<file path="config.mk">
export PLATFORM = sky130hd
export DESIGN_NAME = periph_enable_mirror_config
export DESIGN_NICKNAME = d
export VERILOG_FILES = /design/src/hdl/periph_mirror_pkg.sv /design/src/hdl/seg8_decoder.sv /design/src/hdl/periph_enable_mirror_config.sv
export SDC_FILE = /design/constraint.sdc
export NUM_CORES = 1
export LEC_CHECK = 0
export BUFFER_PORTS_ARGS = -buffer_cell sky130_fd_sc_hd__buf_2
export CAP_MARGIN = 30
export CORE_ASPECT_RATIO = 0.75
export CORE_MARGIN = 1
export CORE_UTILIZATION = 39
export CTS_BUF_LIST = sky130_fd_sc_hd__clkbuf_16
export CTS_CLUSTER_DIAMETER = 40
export DETAILED_ROUTE_END_ITERATION = 8
export GPL_TIMING_DRIVEN = 0
export PLACE_DENSITY = 0.82
export SYNTH_ARGS = -nofsm -noshare
export SYNTH_HDL_FRONTEND = slang
export SYNTH_SLANG_ARGS = --single-unit
</file>
<file path="constraint.sdc">
create_clock -name clk_i -period 0.9 [get_ports clk_i]
set_input_delay 0.09 -clock clk_i [delete_from_list [all_inputs] [get_ports clk_i]]
set_output_delay 0.09 -clock clk_i [all_outputs]
set_load 0.01 [all_outputs]
</file>
<file path="src/hdl/periph_mirror_pkg.sv">
// constants and types shared by the peripheral-enable mirror block
package periph_mirror_pkg;
  localparam int DATA_W = 16;
  localparam int ADDR_W = 16;
  // extension-bus byte address of the mirror register
  localparam logic [ADDR_W-1:0] MIRROR_ADDR = 16'hEB7E;
  // power-on value chosen for a register whose reset value is undefined
  localparam logic [DATA_W-1:0] MIRROR_RESET = 16'h0000;
  // bits 11..0 hold enables, bits 15..12 are unused
  localparam logic [DATA_W-1:0] USED_MASK = 16'h0FFF;
  localparam logic [DATA_W-1:0] READ_VALUE = 16'h0000;
  // enable bit positions, shared with the peripheral enable register
  localparam int FIRST_BUS_CTRL_BIT = 0;
  localparam int SECOND_BUS_CTRL_BIT = 1;
  localparam int FIRST_RAM_BIT = 2;
  localparam int SECOND_RAM_BIT = 3;
  localparam int CLOCK_CAL_BIT = 4;
  localparam int FLASH_BIT = 5;
  localparam int PULSE_WIDTH_BIT = 6;
  localparam int ASYNC_SERIAL_BIT = 7;
  localparam int SYNC_SERIAL_BIT = 8;
  localparam int TWO_WIRE_BIT = 9;
  localparam int MISC_BIT = 10;
  localparam int PORT_BIT = 11;
  // what memory segment 8 maps to
  typedef enum logic [1:0] {
    SEG8_EXTERNAL,
    SEG8_FLASH,
    SEG8_RESERVED
  } seg8_map_t;
endpackage

</file>
<file path="src/hdl/seg8_decoder.sv">
// combinational decoder for the memory segment 8 mapping
`timescale 1ns/10ps
`default_nettype none
module seg8_decoder (
  // configuration bits
  input wire logic internal_rom_enable_i,
  input wire logic extension_bus_enable_i,
  input wire logic second_ram_enable_i,
  input wire logic ext_flash_enable_i,
  // resulting mapping
  output var periph_mirror_pkg::seg8_map_t map_o
);
  import periph_mirror_pkg::*;

  // rom enable overrides everything; bus on with ram2 or flash on is reserved, else external (see [RULE9])
  always_comb begin
    if (internal_rom_enable_i) begin
      map_o = SEG8_FLASH;
    end else if (!extension_bus_enable_i) begin
      map_o = SEG8_EXTERNAL;
    end else if (!second_ram_enable_i && !ext_flash_enable_i) begin
      map_o = SEG8_EXTERNAL;
    end else begin
      map_o = SEG8_RESERVED; // decoded as unmapped (see [RULE11])
    end
  end
endmodule
`default_nettype wire

</file>
<file path="src/hdl/periph_enable_mirror_config.sv">
// peripheral-enable mirror register, segment 8 decode, oscillator control
//
// What this block does
// [RULE1] write-only 16-bit mirror register at extension-bus address EB7Eh, reset undefined
// [RULE2] software copies enable register into mirror when bus and peripherals are on
// [RULE3] software writes mirror only after both configuration registers are final
// [RULE4] mirror bits 11..0 follow the enable layout; bits 15..12 unused
// [RULE5] in emulation mode all peripheral enable bits read as set
// [RULE6] software writes zero to reserved bits of the peripheral enable register
// [RULE7] real-time clock disabled plus power-down switches the main oscillator off
// [RULE8] real-time clock enabled: oscillator-off bit chooses stop or run in power-down
// [RULE9] segment 8 maps to flash, external memory or reserved from enable bits
// [RULE10] reads of the mirror leave its contents alone; read data is undefined
// [RULE11] software avoids reserved segment 8 combinations; decoder treats them as unmapped
`timescale 1ns/10ps
`default_nettype none
module periph_enable_mirror_config (
  // clock and reset
  input wire logic clk_i,
  input wire logic sys_rst_i,
  // internal extension bus
  input wire logic [periph_mirror_pkg::ADDR_W-1:0] ext_addr_i,
  input wire logic [periph_mirror_pkg::DATA_W-1:0] ext_wdata_i,
  input wire logic ext_wr_i,
  input wire logic ext_rd_i,
  output logic [periph_mirror_pkg::DATA_W-1:0] ext_rdata_o,
  output logic ext_ack_o,
  // system and peripheral configuration
  input wire logic internal_rom_enable_i,
  input wire logic extension_bus_enable_i,
  input wire logic [periph_mirror_pkg::DATA_W-1:0] periph_enable_register_i,
  input wire logic emulation_mode_i,
  // power management
  input wire logic realtime_clock_enable_i,
  input wire logic oscillator_off_in_powerdown_i,
  input wire logic powerdown_i,
  // results
  output logic [periph_mirror_pkg::DATA_W-1:0] mirror_o,
  output logic seg8_flash_o,
  output logic seg8_external_o,
  output logic seg8_reserved_o,
  output logic main_osc_off_o
);
  import periph_mirror_pkg::*;

  // ***************************************************************
  // state
  // ***************************************************************
  typedef struct packed {
    logic [DATA_W-1:0] mirror;
    logic [DATA_W-1:0] mirror_out;
    logic [DATA_W-1:0] rdata;
    logic ack;
    logic seg8_flash;
    logic seg8_ext;
    logic seg8_rsvd;
    logic osc_off;
  } state_t;

  state_t state_reg;
  state_t state_next;
  seg8_map_t seg8_map;
  logic hit;

  // ***************************************************************
  // segment 8 decode
  // ***************************************************************
  seg8_decoder seg8_decoder_inst (
    .internal_rom_enable_i(internal_rom_enable_i),
    .extension_bus_enable_i(extension_bus_enable_i),
    .second_ram_enable_i(periph_enable_register_i[SECOND_RAM_BIT]),
    .ext_flash_enable_i(periph_enable_register_i[FLASH_BIT]),
    .map_o(seg8_map)
  );

  // ***************************************************************
  // extension bus decode
  // ***************************************************************
  // only the mirror address answers; other addresses get no ack
  assign hit = (ext_addr_i == MIRROR_ADDR);

  // ***************************************************************
  // next-state logic
  // ***************************************************************
  // one pass fills the whole next state, so no field is left latched
  always_comb begin
    state_next = state_reg;
    state_next.ack = hit && (ext_wr_i || ext_rd_i);
    // write-only: reads return a fixed value, storage untouched (see [RULE10])
    state_next.rdata = READ_VALUE;
    if (hit && ext_wr_i) begin
      // unused upper bits are never stored (see [RULE1]) (see [RULE4])
      state_next.mirror = ext_wdata_i & USED_MASK;
    end
    // emulation forces every enable on, stored value kept (see [RULE5])
    if (emulation_mode_i) begin
      state_next.mirror_out = USED_MASK;
    end else begin
      state_next.mirror_out = state_next.mirror;
    end
    state_next.seg8_flash = (seg8_map == SEG8_FLASH); // see [RULE9]
    state_next.seg8_ext = (seg8_map == SEG8_EXTERNAL);
    state_next.seg8_rsvd = (seg8_map == SEG8_RESERVED);
    // rtc off stops the oscillator in power-down; rtc on lets its control bit decide
    if (!realtime_clock_enable_i) begin
      state_next.osc_off = powerdown_i; // see [RULE7]
    end else begin
      state_next.osc_off = powerdown_i && oscillator_off_in_powerdown_i; // see [RULE8]
    end
  end

  // ***************************************************************
  // state register and outputs
  // ***************************************************************
  // state register; mirror has no defined reset, zero is used for safety
  always_ff @(posedge clk_i or posedge sys_rst_i) begin
    if (sys_rst_i) begin
      state_reg <= '{mirror: MIRROR_RESET, mirror_out: MIRROR_RESET,
                     rdata: READ_VALUE, default: 1'h0};
    end else begin
      state_reg <= state_next;
    end
  end

  // outputs straight from flip-flops
  assign mirror_o = state_reg.mirror_out;
  assign ext_rdata_o = state_reg.rdata;
  assign ext_ack_o = state_reg.ack;
  assign seg8_flash_o = state_reg.seg8_flash;
  assign seg8_external_o = state_reg.seg8_ext;
  assign seg8_reserved_o = state_reg.seg8_rsvd;
  assign main_osc_off_o = state_reg.osc_off;

  // ***************************************************************
  // assertions
  // ***************************************************************
  // write data lands in the visible mirror one cycle later
  mirror_write_a: assert property ( // see [RULE1]
    @(posedge clk_i) disable iff (sys_rst_i)
    (ext_wr_i && hit && !emulation_mode_i) |=>
    (mirror_o == ($past(ext_wdata_i) & USED_MASK)))
    else $error("mirror did not capture write data");

  // the stored word keeps taking writes while emulation hides it
  stored_write_a: assert property ( // see [RULE5]
    @(posedge clk_i) disable iff (sys_rst_i)
    (ext_wr_i && hit) |=>
    (state_reg.mirror == ($past(ext_wdata_i) & USED_MASK)))
    else $error("stored mirror lost a write");

  // every access to the mirror address is acknowledged next cycle
  access_ack_a: assert property ( // see [RULE1]
    @(posedge clk_i) disable iff (sys_rst_i)
    (hit && (ext_wr_i || ext_rd_i)) |=> ext_ack_o)
    else $error("mirror access not acknowledged");

  // other addresses are ignored
  unmapped_ack_a: assert property ( // see [RULE1]
    @(posedge clk_i) disable iff (sys_rst_i)
    !hit |=> !ext_ack_o)
    else $error("unmapped address acknowledged");

  // bits above the port enable are never stored or shown
  unused_bits_a: assert property ( // see [RULE4]
    @(posedge clk_i) disable iff (sys_rst_i)
    mirror_o[DATA_W-1:PORT_BIT+1] == '0)
    else $error("unused mirror bits not zero");

  // emulation hides the stored word behind all-ones enables
  emulation_all_a: assert property ( // see [RULE5]
    @(posedge clk_i) disable iff (sys_rst_i)
    emulation_mode_i |=> (mirror_o == USED_MASK))
    else $error("emulation mode did not force all enables");

  // outside emulation the stored word is what the mirror shows
  emulation_exit_a: assert property ( // see [RULE5]
    @(posedge clk_i) disable iff (sys_rst_i)
    (!emulation_mode_i && !(hit && ext_wr_i)) |=>
    (mirror_o == $past(state_reg.mirror)))
    else $error("stored mirror not shown outside emulation");

  // a read neither stores nor clears anything, even back to back
  read_keeps_a: assert property ( // see [RULE10]
    @(posedge clk_i) disable iff (sys_rst_i)
    (ext_rd_i && !ext_wr_i) |=>
    (state_reg.mirror == $past(state_reg.mirror)))
    else $error("read disturbed mirror contents");

  // power-down with the clock disabled always stops the oscillator
  osc_rtc_off_a: assert property ( // see [RULE7]
    @(posedge clk_i) disable iff (sys_rst_i)
    (powerdown_i && !realtime_clock_enable_i) |=> main_osc_off_o)
    else $error("oscillator not stopped with rtc disabled");

  // with the clock enabled its control bit decides
  osc_rtc_sel_a: assert property ( // see [RULE8]
    @(posedge clk_i) disable iff (sys_rst_i)
    (powerdown_i && realtime_clock_enable_i) |=>
    (main_osc_off_o == $past(oscillator_off_in_powerdown_i)))
    else $error("oscillator control bit not followed");

  // outside power-down the oscillator keeps running
  osc_running_a: assert property ( // see [RULE8]
    @(posedge clk_i) disable iff (sys_rst_i)
    !powerdown_i |=> !main_osc_off_o)
    else $error("oscillator stopped outside power-down");

  // rom enable wins over every other bit
  seg8_flash_a: assert property ( // see [RULE9]
    @(posedge clk_i) disable iff (sys_rst_i)
    internal_rom_enable_i |=> (seg8_flash_o && !seg8_external_o))
    else $error("segment 8 not mapped to flash");

  // bus off, or bus on with ram2 and flash off, means external memory
  seg8_ext_a: assert property ( // see [RULE9]
    @(posedge clk_i) disable iff (sys_rst_i)
    (!internal_rom_enable_i && (!extension_bus_enable_i ||
      (!periph_enable_register_i[SECOND_RAM_BIT] &&
       !periph_enable_register_i[FLASH_BIT]))) |=>
    (seg8_external_o && !seg8_reserved_o))
    else $error("segment 8 not mapped to external memory");

  // the remaining combinations are flagged, never mapped
  seg8_rsvd_a: assert property ( // see [RULE9]
    @(posedge clk_i) disable iff (sys_rst_i)
    (!internal_rom_enable_i && extension_bus_enable_i &&
     (periph_enable_register_i[SECOND_RAM_BIT] ||
      periph_enable_register_i[FLASH_BIT])) |=>
    (seg8_reserved_o && !seg8_flash_o && !seg8_external_o))
    else $error("reserved segment 8 setting not flagged");

  // exactly one mapping is shown once out of reset
  seg8_onehot_a: assert property ( // see [RULE9]
    @(posedge clk_i) disable iff (sys_rst_i)
    !sys_rst_i |=>
    $onehot({seg8_flash_o, seg8_external_o, seg8_reserved_o}))
    else $error("segment 8 mapping not one-hot");
endmodule
`default_nettype wire

</file>
==> summary.txt, run 1 <==
# setup viols final: 33
remaining antenna violation count after routing: 0
antenna violations before repair: 0
Iteration-0 DRC Markers: 50
critical path class: in2reg
cells along the critical path: buf_6, nand4b_1, nor4_4, buf_6, nand2_8, buf_6, a211o_1
CP max stage delay: 0.33 ns
Max Cap Viol: 0
RSZ-0062 raised after global routing: true
maximum number of pins on one net before global-route repair: 38
outcome: complete, but fails checks
detailed-placement wirelength estimate: 2170 um
peak-usage layer in the global routing report: met2
Detailed Route WL: 3360 um
part of the power in combinational logic: 10.3%
DR DRC count: 0
via count: 1,171
maximum clock rate: 811 MHz
drt wl/cell: 12.8 um
initial cell density of the core: 41.4%
fraction of post-synthesis cell area in the top cell type by area: 54.5%
min Tclk post-route: 1.23 ns
violations in the final reports: negative hold slack, negative setup slack
Diodes inserted: 0
clock tree root driver cell: sky130_fd_sc_hd__clkbuf_16
clk buf depth: 2
number of buffers and inverters on the critical path: 3
post-route design area: 0.00233 mm^2
mean cell area of the mapped netlist: 12.6 um^2
number of sinks driven by the clock tree: 37
Worst setup SP type: input pin
number of iterations in the first detailed-routing pass: 5
x dimension of the die: 78.2 um
endpoint type of the worst setup path: flop
power share of the sequential group: 47.0%
placement-stage worst setup slack: -0.780 ns
H-tree Lvls: 2
global routing met3 resource utilization: 4.77%
final worst path period share: 137%
worst path setup slack after routing: -0.333 ns
total grt overflow: 0
power density over cell area: 1570 mW/mm^2
data required time at the worst endpoint: 1.05 ns
core outline area: 0.00410 mm^2
global-route met1 utilization: 20.6%
CTS clock-pin slew for the worst setup and hold paths: 0.05 ns
post-synthesis cell count: 135
relative slew slack: 49.3%
cell leakage power: 0.00138 uW
synthesis-to-finish area growth: 37.1%
combined area of all synthesized cells: 0.00170 mm^2
Most Frequent Cell on Critical Path: sky130_fd_sc_hd__buf_6
Worst EP arrival: 1.39 ns
DIE AREA: 0.00462 mm^2
routability congestion estimate: 0.740
highest-delay cell along the critical path: sky130_fd_sc_hd__nor4_4
via count normalized by instance count: 4.45
design internal power: 2890 uW
sequential fraction of the synthesis area: 54.5%
transition time at the pin with the least slew margin: 0.758 ns
placement row count: 20
power spent charging and discharging nets: 765 uW
final worst clock skew: 0.00221 ns
Layout Nets: 266
Hold Fails Final Rpt: 37
port bufs: 59
cell type group with the largest total delay on the critical path: simple AND/OR/NAND/NOR gates
flip-flop and latch count after synthesis: 37
number of distinct library cells after synthesis: 25
core occupancy in the finished layout: 56.7%
Total GRT Usage: 15.8%
biggest area contributors in the synthesized netlist: sky130_fd_sc_hd__dfrtp_1 (55%), sky130_fd_sc_hd__buf_4 (14%), sky130_fd_sc_hd__and3_2 (5.3%)
sw frac: 20.9%
I/O pins: 95
Num CTS Buffers: 5
chip height: 59.1 um
max-slew violation total from the final report: 0
clock insertion delay at the later pin of the skew report: 0.27 ns
critical-path maximum fanout: 6
wire length of the first global-routing pass: 5380 um
GR Util met2: 24.2%
TritonCTS clock tree: built
vias in the first global route: 1,105
placed standard-cell area: 0.00212 mm^2
kind of path behind the tightest hold check: in2async
hold_ws: -0.0580 ns
Yosys top cell by area: sky130_fd_sc_hd__dfrtp_1
Syn. warnings: 0
Clock Power Share: 42.7%
proportion of layout cells with a drive suffix above 1: 55.8%
VDD IR-drop max: 0.000863 V
[Yosys cell counts (all sizes together)]
library cell,instances
a211o,12
a21boi,1
and3,12
inv,2
nand4b,4
dfrtp,37
nor2b,1
nand2,1
a21o,12
nor4,1
buf,35
conb,1
o21a,1
and2,5
nor3b,4
o21ai,1
nor2,1
clkbuf,4
[what timing repair did]
item | CTS | global route
buffers inserted | 3 | 2
hold endpoints to repair | 39 | 0
resized for setup | 21 | 6
cloned | 2 | 0
hold buffers | 1 | 0
endpoints found under the setup margin | 49 | 33
pin swaps | 2 | 3
[per-stage QoR]
stage          instances  TNS [ns]  hold WS [ns]  total power, uW
2_1_floorplan        150    -10.89        0.0498             1960
3_3_place_gp         264    -20.56         0.261             2100
3_5_place_dp         264    -21.94         0.263             2110
4_1_cts              261     -8.19       -0.0221             3700
5_1_grt              263    -11.00        0.0142             3820
6_report             263     -9.29       -0.0580             3660
[path summary, 6_finish.rpt]
path	cells past startpoint	end	from	slack (ns)
worst max-delay path	7	mirror_o[8]	ext_addr_i[0]	-0.33
worst min-delay path	2	mirror_o[5]	sys_rst_i	-0.06
worst max register to register	1	mirror_o[2]	state_reg[39]	0.11
worst min register to register	1	state_reg[40]	state_reg[40]	0.48
max in group asynchronous	2	mirror_o[9]	sys_rst_i	0.53
min in group clk_i	2	ext_ack_o	ext_rd_i	0.03
[cells in the final DEF (no fill, tap or decap), drive strengths merged, types with 2 or more instances in the layout]
cell type	count
and3	12
a211o	12
dfrtp	37
buf	85
and2	5
conb	16
nand4b	4
nor3b	4
inv	2
nand2	2
clkbuf	8
a21o	12
[layout make-up]
type | count | area [um^2]
Buffer | 23 | 169
Inverter | 2 | 11.3
Tap cell | 55 | 68.8
Multi-Input combinational cell | 73 | 562
Clock inverter | 2 | 7.51
Fill cell | 346 | 1780
Sequential cell | 37 | 926
Clock buffer | 5 | 125
Timing Repair Buffer | 66 | 458
[power groups by stage]
stage | Clock, uW | Combinational [uW] | Sequential (uW)
after floorplan | 0 | 216 | 1750
after global placement | 0 | 364 | 1740
after detailed placement | 0 | 370 | 1740
after CTS | 1600 | 375 | 1720
after global routing | 1690 | 418 | 1720
final | 1560 | 377 | 1720
[routing by layer]
layer	up-vias	routed length, um
met5	-	0
met4	0	123
met3	14	195
li1	560	-
met1	543	1370
met2	54	1670
[kinds of logic after synthesis]
family,share of synthesized area (%)
buffers and inverters,16.7
DFF,54.5
and+or+nand+nor,15.3
AOI/OAI and AO/OA,13.3
other,0.221
Power figures use the tool's default switching activity.
==> run 2: changes to the inputs <==
- CORE_UTILIZATION: 39 -> 40
- PLACE_DENSITY: 0.82 -> 0.8
- clock period: 0.9 -> 1.3 ns (I/O delays scaled with it)
==> run 2 against run 1 <==
Net effect: the flow finishes with violations (negative hold slack); via count fell by 0.51%; die area fell by 2.4%; power fell by 31%; sequential power fell by 31%; final cell count rose by 4.2%; combinational power fell by 30%; non-clock buffer count rose by 11; clock skew rose by 0.0014 ns; sequential cell count did not move; register-to-register slack improved by 0.40 ns; global-route usage fell by 1.0 points; critical path type unchanged; largest power group unchanged.
==> summary.txt, run 2 (synthesized netlist as in run 1, its figures left out) <==
I/O pins: 95
clock insertion delay at the later pin of the skew report: 0.27 ns
final worst path period share: 95.6%
RSZ-0062 raised after global routing: false
Max Cap Viol: 0
antenna violations before repair: 0
remaining antenna violation count after routing: 0
Detailed Route WL: 3050 um
data required time at the worst endpoint: 1.43 ns
power spent charging and discharging nets: 519 uW
Clock Power Share: 42.5%
violations in the final reports: negative hold slack
# setup viols final: 0
maximum number of pins on one net before global-route repair: 20
maximum clock rate: 805 MHz
power share of the sequential group: 47.0%
Num CTS Buffers: 5
capturing point of the worst reg2reg path: mirror_o[6]
Layout Nets: 277
startpoint of the most critical setup path: ext_addr_i[7]
outcome: complete, but fails checks
hold_ws: -0.00598 ns
clock tree root driver cell: sky130_fd_sc_hd__clkbuf_16
critical path depth: 7
TritonCTS clock tree: built
number of buffers inserted by hold repair at cts: 0
proportion of layout cells with a drive suffix above 1: 58.0%
H-tree Lvls: 2
via count normalized by instance count: 4.25
Worst EP arrival: 1.38 ns
number of sinks driven by the clock tree: 37
transition time at the pin with the least slew margin: 0.768 ns
via count: 1,165
core outline area: 0.00405 mm^2
wire length of the first global-routing pass: 4930 um
Worst setup SP type: input pin
termination of the worst setup path: mirror_o[15]
non-filler instance count after layout: 274
clk buf depth: 2
drt wl/cell: 11.1 um
placement row count: 20
VDD IR-drop max: 0.000649 V
highest-delay cell along the critical path: sky130_fd_sc_hd__nor4_4
critical path class: in2reg
setup slack on the worst flop-to-flop path: 0.51 ns
synthesis-to-finish area growth: 35.1%
commonest cells after routing, fill and taps aside: sky130_fd_sc_hd__buf_2 (61), sky130_fd_sc_hd__dfrtp_1 (37), sky130_fd_sc_hd__buf_4 (33), sky130_fd_sc_hd__conb_1 (16), sky130_fd_sc_hd__and3_2 (12)
Iteration-0 DRC Markers: 31
endpoint type of the worst setup path: flop
relative slew slack: 48.8%
x dimension of the die: 77.2 um
Hold Fails Final Rpt: 18
cell leakage power: 0.00142 uW
total chip power: 2520 uW
routability congestion estimate: 0.704
final worst clock skew: 0.00365 ns
max-slew violation total from the final report: 0
cell type group with the largest total delay on the critical path: simple AND/OR/NAND/NOR gates
vias in the first global route: 1,078
worst reg2reg path startpoint: state_reg[43]
design internal power: 2010 uW
number of iterations in the first detailed-routing pass: 4
sw frac: 20.5%
path depth of the worst reg2reg path: 1
total grt overflow: 0
Total GRT Usage: 14.8%
kind of path behind the tightest hold check: in2async
number of cells in the design after placement: 265
detailed-placement wirelength estimate: 2300 um
Diodes inserted: 0
min Tclk post-route: 1.24 ns
initial cell density of the core: 41.9%
power density over cell area: 1100 mW/mm^2
number of buffers and inverters on the critical path: 3
Most Frequent Cell on Critical Path: sky130_fd_sc_hd__buf_2
DIE AREA: 0.00451 mm^2
CP max stage delay: 0.31 ns
most common cell after layout, fill and taps aside: sky130_fd_sc_hd__buf_2
critical-path maximum fanout: 10
part of the power in combinational logic: 10.5%
cells along the critical path: buf_2, nand4b_4, nor4_4, buf_4, buf_2, and2_2, nor3b_1
DR DRC count: 0
CTS clock-pin slew for the worst setup and hold paths: 0.05 ns
port bufs: 59
chip height: 58.4 um
## run 2: cell types whose count changed in the layout (fill, tap and decap cells not counted)
cell / change
sky130_fd_sc_hd__buf_2: +18
sky130_fd_sc_hd__buf_6: -18
sky130_fd_sc_hd__buf_4: +12
sky130_fd_sc_hd__and2_2: +1
sky130_fd_sc_hd__and2_4: -1
sky130_fd_sc_hd__buf_16: +1
sky130_fd_sc_hd__buf_8: -1
sky130_fd_sc_hd__clkinvlp_4: -1
sky130_fd_sc_hd__dlygate4sd3_1: -1
sky130_fd_sc_hd__inv_1: +1
sky130_fd_sc_hd__nand2_4: +1
sky130_fd_sc_hd__nand2_8: -1
## run 2: worst min-delay path by stage
stage                             from               to
2_1_floorplan    internal_rom_enable_i  seg8_external_o
4_1_cts                      sys_rst_i      mirror_o[6]
6_report                     sys_rst_i    state_reg[40]
5_1_grt        realtime_clock_enable_i   main_osc_off_o
3_5_place_dp                 sys_rst_i      mirror_o[1]
3_3_place_gp     internal_rom_enable_i  seg8_external_o
## run 2: cell type report
cell class              count  area [um^2]
fillers                   375         1760
inverters                   2         7.51
repair buffers             61          330
well taps                  55         68.8
flip-flops and latches     37          926
clock inverters             2         7.51
multi-input cells          73          552
plain buffers              39          277
clock buffers               5          125
## run 2: power groups by stage
stage | sequential, uW | clock, uW | combinational, uW
2_1_floorplan | 1210 | 0 | 149
3_3_place_gp | 1200 | 0 | 251
3_5_place_dp | 1210 | 0 | 265
4_1_cts | 1190 | 1100 | 266
5_1_grt | 1190 | 1140 | 293
6_report | 1190 | 1070 | 265
## run 2: repair_timing
item | 4_1_cts | 5_1_grt
cloned | 0 | 1
resized for setup | 1 | 1
buffers inserted | 0 | 1
setup endpoints to repair | 20 | 20
pin swaps | 0 | 2
## run 2: per-stage QoR
| stage | setup TNS, ns | worst slack [ns] | hold slack (ns) | area (um^2) | util [%] |
|---|---|---|---|---|---|
| finish | 0 | 0.0573 | -0.00598 | 2290 | 56.6 |
| CTS | 0 | 0.0134 | 0.00912 | 2280 | 56.2 |
| global route | 0 | 0.000790 | 0.0360 | 2290 | 56.6 |
| floorplan | -0.111 | -0.0221 | 0.196 | 1750 | - |
| global placement | -12.49 | -0.352 | 0.312 | 2120 | 52.3 |
| detailed placement | -9.36 | -0.406 | 0.308 | 2150 | 52.9 |
## run 2: layer usage
metal  up-vias  GRT usage [%]  part of all wire, %
met5         -              0                    0
met4         0           7.82                  2.0
met3         7           4.50                  5.2
met2        38           24.3                   50
met1       539           17.8                   43
li1        581              -                    -
